**src/common/sram_timing_pkg.sv**
```systemverilog
// constants, widths and timing figures shared by the board timing logic
package sram_timing_pkg;

	// ----------------------------------------------------------------
	// widths
	// ----------------------------------------------------------------
	localparam int ADDR_W       = 14;
	localparam int DATA_W       = 16;
	localparam int STAGES       = 8;
	localparam int SYNC_DEPTH   = 2;

	// ----------------------------------------------------------------
	// timing figures in nanoseconds
	// ----------------------------------------------------------------
	localparam int CLK_PERIOD_NS   = 25;
	localparam int CYCLE_NS        = 80;
	localparam int LATCH_OPEN_NS   = 50;
	localparam int WRITE_END_NS    = 42;
	localparam int OE_OFF_NS       = 70;

	// ----------------------------------------------------------------
	// conversions: least times round up, longest times round down
	// ----------------------------------------------------------------
	function automatic int least_cycles(input int ns);
		int c;
		c = (ns + CLK_PERIOD_NS - 1) / CLK_PERIOD_NS;
		return (c < 1) ? 1 : c;
	endfunction : least_cycles

	function automatic int most_cycles(input int ns);
		int c;
		c = ns / CLK_PERIOD_NS;
		return (c < 1) ? 1 : c;
	endfunction : most_cycles

	// stage index at which the address latch reopens
	localparam int LATCH_OPEN_STAGE = least_cycles(LATCH_OPEN_NS);
	// number of stages the cycle occupies
	localparam int CYCLE_STAGES     = least_cycles(CYCLE_NS);
	// write strobe covers stages 0 .. WRITE_STAGES-1
	localparam int WRITE_STAGES     = most_cycles(WRITE_END_NS);
	// output enable covers stages 0 .. OE_STAGES-1
	localparam int OE_STAGES        = most_cycles(OE_OFF_NS);

	// ----------------------------------------------------------------
	// stage masks and reset values
	// ----------------------------------------------------------------
	localparam logic [STAGES-1:0] CYCLE_MASK = STAGES'((1 << CYCLE_STAGES) - 1);
	localparam logic [STAGES-1:0] WRITE_MASK = STAGES'((1 << WRITE_STAGES) - 1);
	localparam logic [STAGES-1:0] OE_MASK    = STAGES'((1 << OE_STAGES) - 1);
	localparam logic [STAGES-1:0] STAGES_RST = '0;
	localparam logic [ADDR_W-1:0] ADDR_RST   = '0;
	localparam logic [DATA_W-1:0] DATA_RST   = '0;

endpackage : sram_timing_pkg

```
**src/rtl/request_sync.sv**
```systemverilog
// two-flop synchroniser for the asynchronous memory request
module request_sync (
	// clock and reset
	input  wire logic sys_clk,
	input  wire logic rst,
	// raw and synchronised request
	input  wire logic async_in,
	output logic      sync_out
);

	logic [sram_timing_pkg::SYNC_DEPTH-1:0] chain;

	// the first flop is read only by the second
	always_ff @(posedge sys_clk) begin
		if (rst) begin
			chain <= '0;
		end else begin
			chain <= {chain[sram_timing_pkg::SYNC_DEPTH-2:0], async_in};
		end
	end

	assign sync_out = chain[sram_timing_pkg::SYNC_DEPTH-1];

endmodule : request_sync

```
**src/rtl/sram_board_cycle_timing.sv**
```systemverilog
// cycle timing and control for a static ram board on a shared bidirectional bus
//
// How it works
// - reopen address latch 50 ns into cycle
// - latch stays open until next request closes
// - buffered memory request closes the address latch
// - write strobe inside address and data stability
// - write width from generator, never spills over
// - latch write data; read through three-state
// - drive bus only on selected reads
// - release bus before next cycle begins
// - request flop feeding 8-stage shift register
// - request rising edge sets request flop
// - first stage clears request flop: one-period pulse
// - cycle start lags request by clock latency
module sram_board_cycle_timing (
	// clock and reset
	input  wire logic                               sys_clk,
	input  wire logic                               rst,
	// system bus control
	input  wire logic                               memory_request,
	input  wire logic                               write_command,
	input  wire logic                               board_select,
	input  wire logic                               clear_overlap,
	// system bus address
	input  wire logic [sram_timing_pkg::ADDR_W-1:0] bus_address,
	// system bus data, three signals for the bidirectional lines
	input  wire logic [sram_timing_pkg::DATA_W-1:0] bus_data_in,
	output logic      [sram_timing_pkg::DATA_W-1:0] bus_data_out,
	output logic                                    bus_data_oe,
	// memory array side
	output logic      [sram_timing_pkg::ADDR_W-1:0] mem_address,
	output logic      [sram_timing_pkg::DATA_W-1:0] mem_write_data,
	input  wire logic [sram_timing_pkg::DATA_W-1:0] mem_read_data,
	output logic                                    mem_chip_select,
	output logic                                    mem_write_strobe,
	// status
	output logic                                    latch_open,
	output logic                                    first_stage_output,
	output logic                                    cycle_active,
	output logic                                    overlap_error
);

	// ----------------------------------------------------------------
	// helpers
	// ----------------------------------------------------------------

	// true when any stage inside the mask holds the travelling one
	function automatic logic in_window(
		input logic [sram_timing_pkg::STAGES-1:0] chain,
		input logic [sram_timing_pkg::STAGES-1:0] mask
	);
		return |(chain & mask);
	endfunction : in_window

	// ----------------------------------------------------------------
	// declarations
	// ----------------------------------------------------------------
	logic                               request_sync_q;
	logic                               request_prev;
	logic                               request_ff;
	logic [sram_timing_pkg::STAGES-1:0] stages;
	logic                               write_cycle;
	logic                               selected;

	wire logic                               request_rise;
	wire logic                               serial_a;
	wire logic                               serial_b;
	wire logic                               cycle_busy;
	wire logic [sram_timing_pkg::STAGES-1:0] next_stages;
	wire logic                               next_request_ff;
	wire logic                               next_latch_open;
	wire logic                               next_write_strobe;
	wire logic                               next_oe;
	wire logic                               next_chip_select;
	wire logic                               next_overlap;
	wire logic [sram_timing_pkg::ADDR_W-1:0] next_address;
	wire logic [sram_timing_pkg::DATA_W-1:0] next_write_data;
	wire logic                               reopen_point;

	// ----------------------------------------------------------------
	// request synchronisation
	// ----------------------------------------------------------------

	// a set-up violation on the raw request would otherwise leave the
	// first stage metastable and yield a doubled or runt pulse
	request_sync u_request_sync (
		.sys_clk  (sys_clk),
		.rst      (rst),
		.async_in (memory_request),
		.sync_out (request_sync_q)
	);

	always_ff @(posedge sys_clk) begin
		if (rst) begin
			request_prev <= 1'b0;
		end else begin
			request_prev <= request_sync_q;
		end
	end

	// the buffered request edge; adds synchroniser latency to start
	assign request_rise = request_sync_q & ~request_prev;

	// ----------------------------------------------------------------
	// pulse generator: request flop and shift register
	// ----------------------------------------------------------------

	// busy for the full cycle length counted from the first stage
	assign cycle_busy = in_window(stages, sram_timing_pkg::CYCLE_MASK);

	// serial inputs: armed request and an idle generator
	assign serial_a = request_ff;
	assign serial_b = ~cycle_busy;

	// the one enters stage 0 on the first edge with both inputs high
	assign next_stages = {stages[sram_timing_pkg::STAGES-2:0], serial_a & serial_b};

	// set by the request edge, cleared by the first stage; a new edge
	// in the clearing cycle wins so it is not lost
	assign next_request_ff = request_rise ? 1'b1
	                       : (stages[0] ? 1'b0 : request_ff);

	always_ff @(posedge sys_clk) begin
		if (rst) begin
			request_ff <= 1'b0;
			stages     <= sram_timing_pkg::STAGES_RST;
		end else begin
			request_ff <= next_request_ff;
			stages     <= next_stages;
		end
	end

	// ----------------------------------------------------------------
	// cycle attributes captured with the request
	// ----------------------------------------------------------------

	// type and board selection are frozen at the request edge so a
	// later change on the bus cannot alter a cycle already running
	always_ff @(posedge sys_clk) begin
		if (rst) begin
			write_cycle <= 1'b0;
			selected    <= 1'b0;
		end else if (request_rise) begin
			write_cycle <= write_command;
			selected    <= board_select;
		end
	end

	// ----------------------------------------------------------------
	// address latch
	// ----------------------------------------------------------------

	assign reopen_point = stages[sram_timing_pkg::LATCH_OPEN_STAGE];

	// closes on the request edge, reopens partway through the cycle
	// and then waits, however long the master skips cycles
	assign next_latch_open = request_rise ? 1'b0
	                       : (reopen_point ? 1'b1
	                       : latch_open);

	// flow-through while open; the closing edge takes the last value
	assign next_address = latch_open ? bus_address : mem_address;

	always_ff @(posedge sys_clk) begin
		if (rst) begin
			latch_open  <= 1'b1;
			mem_address <= sram_timing_pkg::ADDR_RST;
		end else begin
			latch_open  <= next_latch_open;
			mem_address <= next_address;
		end
	end

	// ----------------------------------------------------------------
	// write data latch
	// ----------------------------------------------------------------

	// data is taken with the address so it is stable over the whole
	// strobe; reads leave the previous value in place
	assign next_write_data = (request_rise & write_command) ? bus_data_in
	                       : mem_write_data;

	always_ff @(posedge sys_clk) begin
		if (rst) begin
			mem_write_data <= sram_timing_pkg::DATA_RST;
		end else begin
			mem_write_data <= next_write_data;
		end
	end

	// ----------------------------------------------------------------
	// write strobe and chip select
	// ----------------------------------------------------------------

	// width comes only from the travelling pulse; it ends well before
	// the latch reopens, so neither the address nor the next cycle's
	// select can overlap it
	assign next_write_strobe = selected & write_cycle
	                         & in_window(stages, sram_timing_pkg::WRITE_MASK);

	assign next_chip_select  = selected & cycle_busy;

	always_ff @(posedge sys_clk) begin
		if (rst) begin
			mem_write_strobe <= 1'b0;
			mem_chip_select  <= 1'b0;
		end else begin
			mem_write_strobe <= next_write_strobe;
			mem_chip_select  <= next_chip_select;
		end
	end

	// ----------------------------------------------------------------
	// read data buffers
	// ----------------------------------------------------------------

	// enable only for a selected read, and drop it before the cycle
	// ends so write data has time to settle on the shared lines
	assign next_oe = selected & ~write_cycle
	               & in_window(stages, sram_timing_pkg::OE_MASK);

	always_ff @(posedge sys_clk) begin
		if (rst) begin
			bus_data_oe  <= 1'b0;
			bus_data_out <= sram_timing_pkg::DATA_RST;
		end else begin
			bus_data_oe  <= next_oe;
			bus_data_out <= mem_read_data;
		end
	end

	// ----------------------------------------------------------------
	// status
	// ----------------------------------------------------------------

	// a request edge while a cycle still runs or one is pending breaks
	// the master's spacing; flag it, set beats clear
	assign next_overlap = (request_rise & (cycle_busy | request_ff)) ? 1'b1
	                    : (clear_overlap ? 1'b0 : overlap_error);

	always_ff @(posedge sys_clk) begin
		if (rst) begin
			first_stage_output <= 1'b0;
			cycle_active       <= 1'b0;
			overlap_error      <= 1'b0;
		end else begin
			first_stage_output <= next_stages[0];
			cycle_active       <= in_window(next_stages, sram_timing_pkg::CYCLE_MASK);
			overlap_error      <= next_overlap;
		end
	end

endmodule : sram_board_cycle_timing

```
**config.mk**
```make
export PLATFORM = sky130hd
export DESIGN_NAME = sram_board_cycle_timing
export DESIGN_NICKNAME = d
export VERILOG_FILES = /design/src/common/sram_timing_pkg.sv /design/src/rtl/request_sync.sv /design/src/rtl/sram_board_cycle_timing.sv
export SDC_FILE = /design/constraint.sdc
export NUM_CORES = 1
export LEC_CHECK = 0
export BUFFER_PORTS_ARGS = -buffer_cell sky130_fd_sc_hd__clkbuf_2
export CAP_MARGIN = 10
export CORE_UTILIZATION = 44
export DETAILED_ROUTE_END_ITERATION = 8
export GPL_TIMING_DRIVEN = 1
export PLACE_DENSITY = 0.76
export SLEW_MARGIN = 15
export SYNTH_ARGS = -nofsm -noshare
export SYNTH_HDL_FRONTEND = slang
export SYNTH_SLANG_ARGS = --single-unit
```
**constraint.sdc**
```tcl
create_clock -name sys_clk -period 1.6 [get_ports sys_clk]
set_clock_uncertainty 0.15 [all_clocks]
set_input_delay 0.16 -clock sys_clk [delete_from_list [all_inputs] [get_ports sys_clk]]
set_output_delay 0.16 -clock sys_clk [all_outputs]
set_load 0.05 [all_outputs]
```
==> flow_summary.toml, run 1 <==
[run_status]
outcome = "finished, final reports clean"

[setup_path]
crit_cells = 2
endpoint_kind = "output port"
cp_slowest_cell = "dfxtp_2"
crit_chain = "buf_4 -> buf_2"
cpPeakStageDelay_ns = 0.39
crit_type = "reg -> out"
reg2reg_depth = 3
cp_max_fo = 5
crit_required_ns = 1.29
arrival_ns = 1.13
crit_family = "buffers and inverters"
startpoint_type = "flip-flop"
critPathBufInv = 2

[drt]
antenna_left = 0
wl_per_cell_microns = 11.3
routed_wl_mm = 4.67
vias_per_cell = 4.48
drtIter0Drc = 70
drc = 0
firstDrtPassIters = 4
route.vias.total = 1847

[yosys]
async_flop_share_pct = 0
synthTopCellsByArea = "dfxtp_1 (62%), mux2i_1 (7.0%), nor2b_1 (6.5%)"
netlist_area_sq_um = 2010
synth_top_area_share_pct = 61.7
synth_ff_type = "dfxtp_1"
synth.top_cells.by_count = "dfxtp_1 (62), nand2_1 (34), a21oi_1 (21), nor2b_1 (21), nor2_1 (17)"
netlist_instances = 197
syn_area_per_cell_sq_um = 10.2
syn_nets = 249
synth.most_common_cell = "dfxtp_1"
synth.distinct_cells = 22
yosys_warnings = 0
yosys.area.top_type = "dfxtp_1"
synth-edff-count = 0
seq_area_frac_synth_pct = 61.7
synth.ff_latch_count = 62

[clocking]
clockRootBuffer = "clkbuf_8"
path_clk_slew_ns = 0.06
clkLatencyLatePin_ns = 0.31
h-tree-depth = 3
cts_made_buffers = 9
cts_buffer_depth = 2
tritoncts = "done"
cts_sinks = 62

[power_and_ir_drop]
swShare_pct = 26.0
switchingPower_w = 0.000900
power_frac_comb_pct = 15.5
sequentialPowerShare_pct = 47.3
cellPowerDensity_nw_per_um2 = 1060
p_clk_share_pct = 37.3
internal-power_w = 0.00257
vdd_ir_drop_max_mv = 0.635
leakage_nw = 1.60

[run]
maxCapViolCount = 0

[cells_and_area]
fillCellCount = 338
nets = 408
syn_to_final_growth_pct = 62.0
antenna_cells = 0
layout-drive-gt1-share_pct = 36.4

[sta]
fin_crit_ns = 1.44
min_period_over_period_pct = 90.0
finalHoldViolCount = 0
tightest_slew_ns = 0.292
max_freq_ghz = 0.694
finalSetupViolations = 0
tns_ns = 0
drv_slew = 0
maxSlewHeadroom_pct = 80.6
rsz0062_at_grt = "false"
whs_ns = 0.0316

[global_route]
antenna_found_initial = 0
overflow = 0
grt_usage_pct = 19.9
grt_max_degree = 23
grt_pass1_vias = 1855
grt_pass1_wl_mm = 7.56

[placed_design]
place_congestion = 0.791
dp_hpwl_mm = 2.77
portBuffers = 104

[die]
dieArea_sq_um = 4840
core-area_sq_um = 4380
fp.dieW_microns = 69.6
std_cell_rows = 24
io_pins = 105
die_y_microns = 69.6
initial_core_util_pct = 45.9

[min_path]
hold_path_class = "in -> reg"
hold_depth = 2
-- layout by cell type (no fill, tap or decap) --
cell,instances
nor2_1,17
a21oi_1,21
clkbuf_8,10
and4b_1,1
nand3b_1,1
clkinv_2,4
dfxtp_2,1
dlygate4sd3_1,49
buf_4,7
clkbuf_2,103
or4_4,1
and2b_1,1
nor2b_2,1
o21ai_2,1
mux2i_1,14
bufinv_16,1
nand2b_1,4
nor4b_1,1
o21bai_1,1
and3b_1,2
nor3_1,1
dfxtp_1,61
nand2_1,34
buf_2,1
nor3b_2,1
nor2b_1,21
-- routing by layer --
metal	GRT usage, %	wire length (microns)	part of all wire [%]
met5	0	0	0
met1	21.5	1950	42
met3	4.07	182	3.9
met4	12.5	129	2.8
met2	35.1	2400	51
-- worst paths after layout --
check	startpoint	endpoint	slack, ns
worst max register to register	stages[0]$_SDFF_PP0_	overlap_error$_SDFFE_PP0P_	0.20
worst min-delay path	rst	stages[1]$_SDFF_PP0_	0.03
worst max-delay path	latch_open$_SDFFE_PP1P_	latch_open	0.16
worst min register to register	u_request_sync.chain[0]$_SDFF_PP0_	u_request_sync.chain[1]$_SDFF_PP0_	0.30
-- repair_timing --
item / CTS / global route
hold buffers: 49 / 0
endpoints found under the setup margin: 0 / 1
endpoints found under the hold margin: 49 / 0
buffers inserted: 0 / 0
gates resized for setup: 0 / 2
-- cells by family after synthesis --
family                 after synthesis  synth area share [%]
muxes                               14                  6.97
and+or+nand+nor                     86                  21.7
DFF                                 62                  61.7
AOI/OAI and AO/OA                   23                  6.04
buffers and inverters               12                  3.55
-- state kept, by name (all words and copies together) (netlist names) --
register / cells
mem_chip_select: 1
u_request_sync.chain: 2
cycle_active: 1
write_cycle: 1
request_ff: 1
mem_address: 14
bus_data_oe: 1
mem_write_data: 16
mem_write_strobe: 1
selected: 1
bus_data_out: 16
request_prev: 1
overlap_error: 1
stages: 4
latch_open: 1
-- per-stage QoR --
stage	power (W)	setup WS (ns)	util, %	std cells	cell area [sq um]
after floorplan	0.00198	0.00101	-	197	2010
after global placement	0.00210	0.245	58.8	348	2580
after detailed placement	0.00211	0.200	58.8	348	2580
after CTS	0.00349	0.0385	74.3	412	3260
after global routing	0.00359	0.104	74.3	412	3260
final	0.00347	0.160	74.3	412	3260
-- power by group through the flow --
| stage | clock, W | combinational (W) | sequential (W) |
|---|---|---|---|
| finish | 0.00129 | 0.000536 | 0.00164 |
| global route | 0.00137 | 0.000569 | 0.00165 |
| CTS | 0.00131 | 0.000532 | 0.00164 |
| detailed placement | 0 | 0.000439 | 0.00167 |
| global placement | 0 | 0.000435 | 0.00167 |
| floorplan | 0 | 0.000112 | 0.00187 |
-- cell type report --
cell class                 count  area, sq um  area share, %
clock buffer                  10          138           4.23
clock inverter                 5         50.0           1.54
multi-input combinational    123          698           21.4
sequential                    62         1240           38.1
tap                           52         65.1           2.00
timing repair buffer         160         1060           32.7
No activity file was read; power rests on OpenSTA's default activity.
==> inputs of run 2 (changes only) <==
- CORE_ASPECT_RATIO: not set -> 1.4
==> flow_summary.toml, run 2 (synthesis results as in run 1) <==
[run_status]
outcome = "finished, final reports clean"

[clocking]
cts_made_buffers = 9
cts_sinks = 62
path_clk_slew_ns = 0.06
clkLatencyLatePin_ns = 0.32
hold_buffers = 49
post_cts_resized = 0
cts_setup_buffers = 0
clockRootBuffer = "clkbuf_8"
cts_buffer_depth = 2
h-tree-depth = 3
tritoncts = "done"

[cells_and_area]
layout-drive-gt1-share_pct = 35.0
final_common_cell = "clkbuf_2"
final_area_sq_um = 3260
fillCellCount = 325
nets = 407
final_core_util_pct = 75.7
syn_to_final_growth_pct = 62.3
final_cell_mix = "clkbuf_2 (104), dfxtp_1 (62), dlygate4sd3_1 (49)"
antenna_cells = 0
top_regs = "bus_data_out: 16 flops, mem_write_data: 16 flops, mem_address: 14 flops"

[drt]
vias_per_cell = 4.54
routed_wl_mm = 5.07
antenna_left = 0
wl_met1_mm = 1.89
firstDrtPassIters = 4
wl_met3_microns = 352
wl_met2_mm = 2.75
top_layer = "met4"
route.vias.total = 1906
wl_per_cell_microns = 12.1
drtIter0Drc = 50
drc = 0

[sta]
tns_ns = 0
rsz0062_at_grt = "false"
finalSetupViolations = 0
maxSlewHeadroom_pct = 64.5
tightest_slew_ns = 0.532
fin_crit_ns = 1.43
whs_ns = 0.170
max_freq_ghz = 0.699
drv_slew = 0
min_period_over_period_pct = 89.4
finalHoldViolCount = 0

[global_route]
overflow = 0
grt_max_degree = 29
grt_usage_pct = 22.5
grt_pass1_vias = 1949
antenna_found_initial = 0
grt_pass1_wl_mm = 8.04

[setup_path]
arrival_ns = 1.12
r2r_start = "stages[0]$_SDFF_PP0_"
startpoint_type = "flip-flop"
critPathCapture = "latch_open"
r2r_slack_ns = 0.20
rr_endpoint = "overlap_error$_SDFFE_PP0P_"
reg2reg_depth = 3
cp_max_fo = 7
cp-startpoint = "latch_open$_SDFFE_PP1P_"
crit_required_ns = 1.29
crit_type = "reg -> out"
endpoint_kind = "output port"

[die]
std_cell_rows = 28
io_pins = 105
dieArea_sq_um = 4850
fp.dieW_microns = 59.1
core-area_sq_um = 4310
initial_core_util_pct = 46.7
die_y_microns = 82.0

[power_and_ir_drop]
leakage_nw = 1.59
vdd_ir_drop_max_mv = 0.815
power_w = 0.00339
cellPowerDensity_nw_per_um2 = 1040

[placed_design]
dp_hpwl_mm = 2.98
detailed_place.area_sq_um = 2590
place_congestion = 0.734
portBuffers = 104

[min_path]
hold_path_class = "in -> reg"

[run]
maxCapViolCount = 0
-- run 2: cell count changes in the layout (fill, tap and decap cells not counted), moves of 2 or more --
cell / change
clkbuf_8: +2
clkbuf_1: +4
buf_4: -2
clkinv_2: -4
-- run 2: how the worst min path moves through the flow --
stage | start | endpoint | slack, ns | cells after the start
CTS | write_command | mem_write_data[13]$_SDFFE_PP0P_ | 0.14 | 4
floorplan | mem_read_data[13] | bus_data_out[13]$_SDFF_PP0_ | 0.14 | 1
global placement | mem_read_data[14] | bus_data_out[14]$_SDFF_PP0_ | 0.22 | 2
global route | write_command | mem_write_data[13]$_SDFFE_PP0P_ | 0.19 | 4
detailed placement | mem_read_data[4] | bus_data_out[4]$_SDFF_PP0_ | 0.22 | 2
finish | write_command | mem_write_data[13]$_SDFFE_PP0P_ | 0.17 | 4
-- run 2: cell type report --
class                           count  area, sq um  area share, %
Multi-Input combinational cell    123          698           21.4
Tap cell                           60         75.1           2.30
Clock buffer                       16          180           5.52
Sequential cell                    62         1240           38.0
Timing Repair Buffer              159         1070           32.7
-- run 2: stage by stage --
| step | std cells | setup slack, ns |
|---|---|---|
| 5_1_grt | 420 | 0.113 |
| 4_1_cts | 420 | 0.134 |
| 3_5_place_dp | 355 | 0.204 |
| 2_1_floorplan | 197 | 0.00101 |
| 3_3_place_gp | 355 | 0.224 |
| 6_report | 420 | 0.169 |
-- run 2: routing by layer --
layer	vias to the layer above	global-route usage, %
met1	865	21.8
li1	954	-
met2	77	41.6
met4	0	10.0
met5	-	0
met3	10	8.50
-- run 2: report_power, final --
group,switching (W),internal [W]
clock,0.000516,0.000693
sequential,0.0000301,0.00161
combinational,0.000328,0.000218
-- run 2: critical path, stage by stage (launching register included) --
cell and delay, ns:
dfxtp_1 0.34, buf_4 0.18, clkbuf_2 0.29
==> inputs of run 3 (changes only) <==
- CORE_UTILIZATION: 44 -> 40
- PLACE_DENSITY: 0.76 -> 0.73
- clock period: 1.6 -> 1.2 ns (I/O delays scaled with it)
==> flow_summary.toml, run 3 (synthesis results as in run 1) <==
[run_status]
outcome = "finished with violations"
violations = "negative setup slack"

[drt]
wl_per_cell_microns = 11.9
drc = 0
routed_wl_mm = 5.15
drtIter0Drc = 47
vias_per_cell = 4.43
firstDrtPassIters = 4
route.vias.total = 1915
antenna_left = 0

[setup_path]
r2r_start = "stages[3]$_SDFF_PP0_"
startpoint_type = "flip-flop"
rr_endpoint = "overlap_error$_SDFFE_PP0P_"
critPathBufInv = 0
crit_required_ns = 1.26
crit_type = "reg -> reg"
arrival_ns = 1.39
crit_chain = "or4_4 -> o21ai_2 -> a21oi_1"
critPathCapture = "overlap_error$_SDFFE_PP0P_"
cp_slowest_cell = "or4_4"
crit_family = "simple AND/OR/NAND/NOR gates"
r2r_slack_ns = -0.13
crit_cells = 3
endpoint_kind = "flip-flop"
cpPeakStageDelay_ns = 0.55
cp_max_fo = 3
reg2reg_depth = 3
cp-startpoint = "stages[3]$_SDFF_PP0_"

[die]
fp.dieW_microns = 61.9
dieArea_sq_um = 5320
die_y_microns = 85.9
core-area_sq_um = 4840
initial_core_util_pct = 41.5
std_cell_rows = 30
io_pins = 105

[sta]
maxSlewHeadroom_pct = 82.4
finalSetupViolations = 4
final.setup.worst_slack_ns = -0.134
finalHoldViolCount = 0
rsz0062_at_grt = "true"
whs_ns = 0.185
tightest_slew_ns = 0.261
max_freq_ghz = 0.750
fin_crit_ns = 1.33
min_period_over_period_pct = 111
drv_slew = 0

[power_and_ir_drop]
internal-power_w = 0.00344
power_w = 0.00465
leakage_nw = 1.70
swShare_pct = 26.1
switchingPower_w = 0.00121
cellPowerDensity_nw_per_um2 = 1320
vdd_ir_drop_max_mv = 1.20
power_frac_comb_pct = 17.0
p_clk_share_pct = 36.1
sequentialPowerShare_pct = 46.9

[global_route]
grt_pass1_vias = 1904
overflow = 0
antenna_found_initial = 0
grt_pass1_wl_mm = 7.91
grt_max_degree = 41
grt_usage_pct = 20.6

[clocking]
h-tree-depth = 3
tritoncts = "done"
clockRootBuffer = "clkbuf_8"
cts_sinks = 62
clkLatencyLatePin_ns = 0.32
cts_made_buffers = 9
path_clk_slew_ns = 0.07
cts_buffer_depth = 2

[placed_design]
place_congestion = 0.750
detailed_place.area_sq_um = 2680
portBuffers = 104
dp_hpwl_mm = 2.81

[cells_and_area]
antenna_cells = 0
syn_to_final_growth_pct = 75.0
final_area_sq_um = 3520
multi_input_area_sq_um = 699
layout-drive-gt1-share_pct = 38.3
final_common_cell = "dfxtp_1"
top_regs = "bus_data_out: 16 flops, mem_write_data: 16 flops, mem_address: 14 flops"
final_cell_mix = "dfxtp_1 (57), clkbuf_2 (54), dlygate4sd3_1 (50)"
seq_area_sq_um = 1250
nets = 415
fillCellCount = 359

[run]
maxCapViolCount = 0

[min_path]
hold_path_class = "in -> reg"
[run 3: cell types whose count changed in the layout (fill, tap and decap cells not counted), sizes merged]
cell,previous run,this run
bufinv,0,1
buf,6,50
clkinv,0,4
clkbuf,120,78
dlygate4sd3,49,50
[run 3: worst min path at each step]
stage	start	to	slack, ns	cells after the start
finish	write_command	mem_write_data[6]$_SDFFE_PP0P_	0.18	5
global route	write_command	mem_write_data[5]$_SDFFE_PP0P_	0.19	5
CTS	write_command	mem_write_data[6]$_SDFFE_PP0P_	0.17	5
detailed placement	mem_read_data[15]	bus_data_out[15]$_SDFF_PP0_	0.18	2
global placement	mem_read_data[7]	bus_data_out[7]$_SDFF_PP0_	0.18	2
floorplan	mem_read_data[13]	bus_data_out[13]$_SDFF_PP0_	0.1	1
[run 3: area by class of cell]
class,count,area share [%]
clock buffers,11,3.73
flip-flops and latches,62,35.6
multi-input cells,123,19.9
well taps,64,2.28
clock inverters,5,1.42
repair buffers,167,37.1
[run 3: through the flow]
step / setup slack [ns] / util, % / setup TNS [ns] / cells
5_1_grt: -0.182 / 72.7 / -0.515 / 432
4_1_cts: -0.134 / 72.0 / -0.351 / 430
2_1_floorplan: -0.0774 / - / -0.264 / 197
3_5_place_dp: -0.132 / 55.3 / -0.254 / 364
3_3_place_gp: -0.0910 / 55.3 / -0.158 / 364
6_report: -0.134 / 72.7 / -0.339 / 432
[run 3: worst min-delay path: stages]
cell	delay [ns]
clkbuf_2	0.09
nand3b_1	0.12
buf_12	0.17
nand2_1	0.06
a21oi_1	0.05
[run 3: what timing repair did]
item	in CTS	in global routing
hold endpoints to repair	51	0
pin swaps	1	1
gates resized for setup	39	50
setup buffers	0	2
setup endpoints to repair	37	61
hold buffers	50	0
[run 3: power groups by stage]
| stage | logic [W] | registers (W) | clock network (W) |
|---|---|---|---|
| final | 0.000789 | 0.00218 | 0.00168 |
| after global routing | 0.000834 | 0.00219 | 0.00186 |
| after CTS | 0.000767 | 0.00218 | 0.00174 |
| after detailed placement | 0.000608 | 0.00223 | 0 |
| after global placement | 0.000602 | 0.00222 | 0 |
| after floorplan | 0.000155 | 0.00249 | 0 |
[run 3: metal layers]
| metal | share of wire [%] | track usage, % |
|---|---|---|
| met5 | 0 | 0 |
| met4 | 2.3 | 10.3 |
| met3 | 6.1 | 7.54 |
| met2 | 54 | 34.9 |
| met1 | 37 | 21.6 |
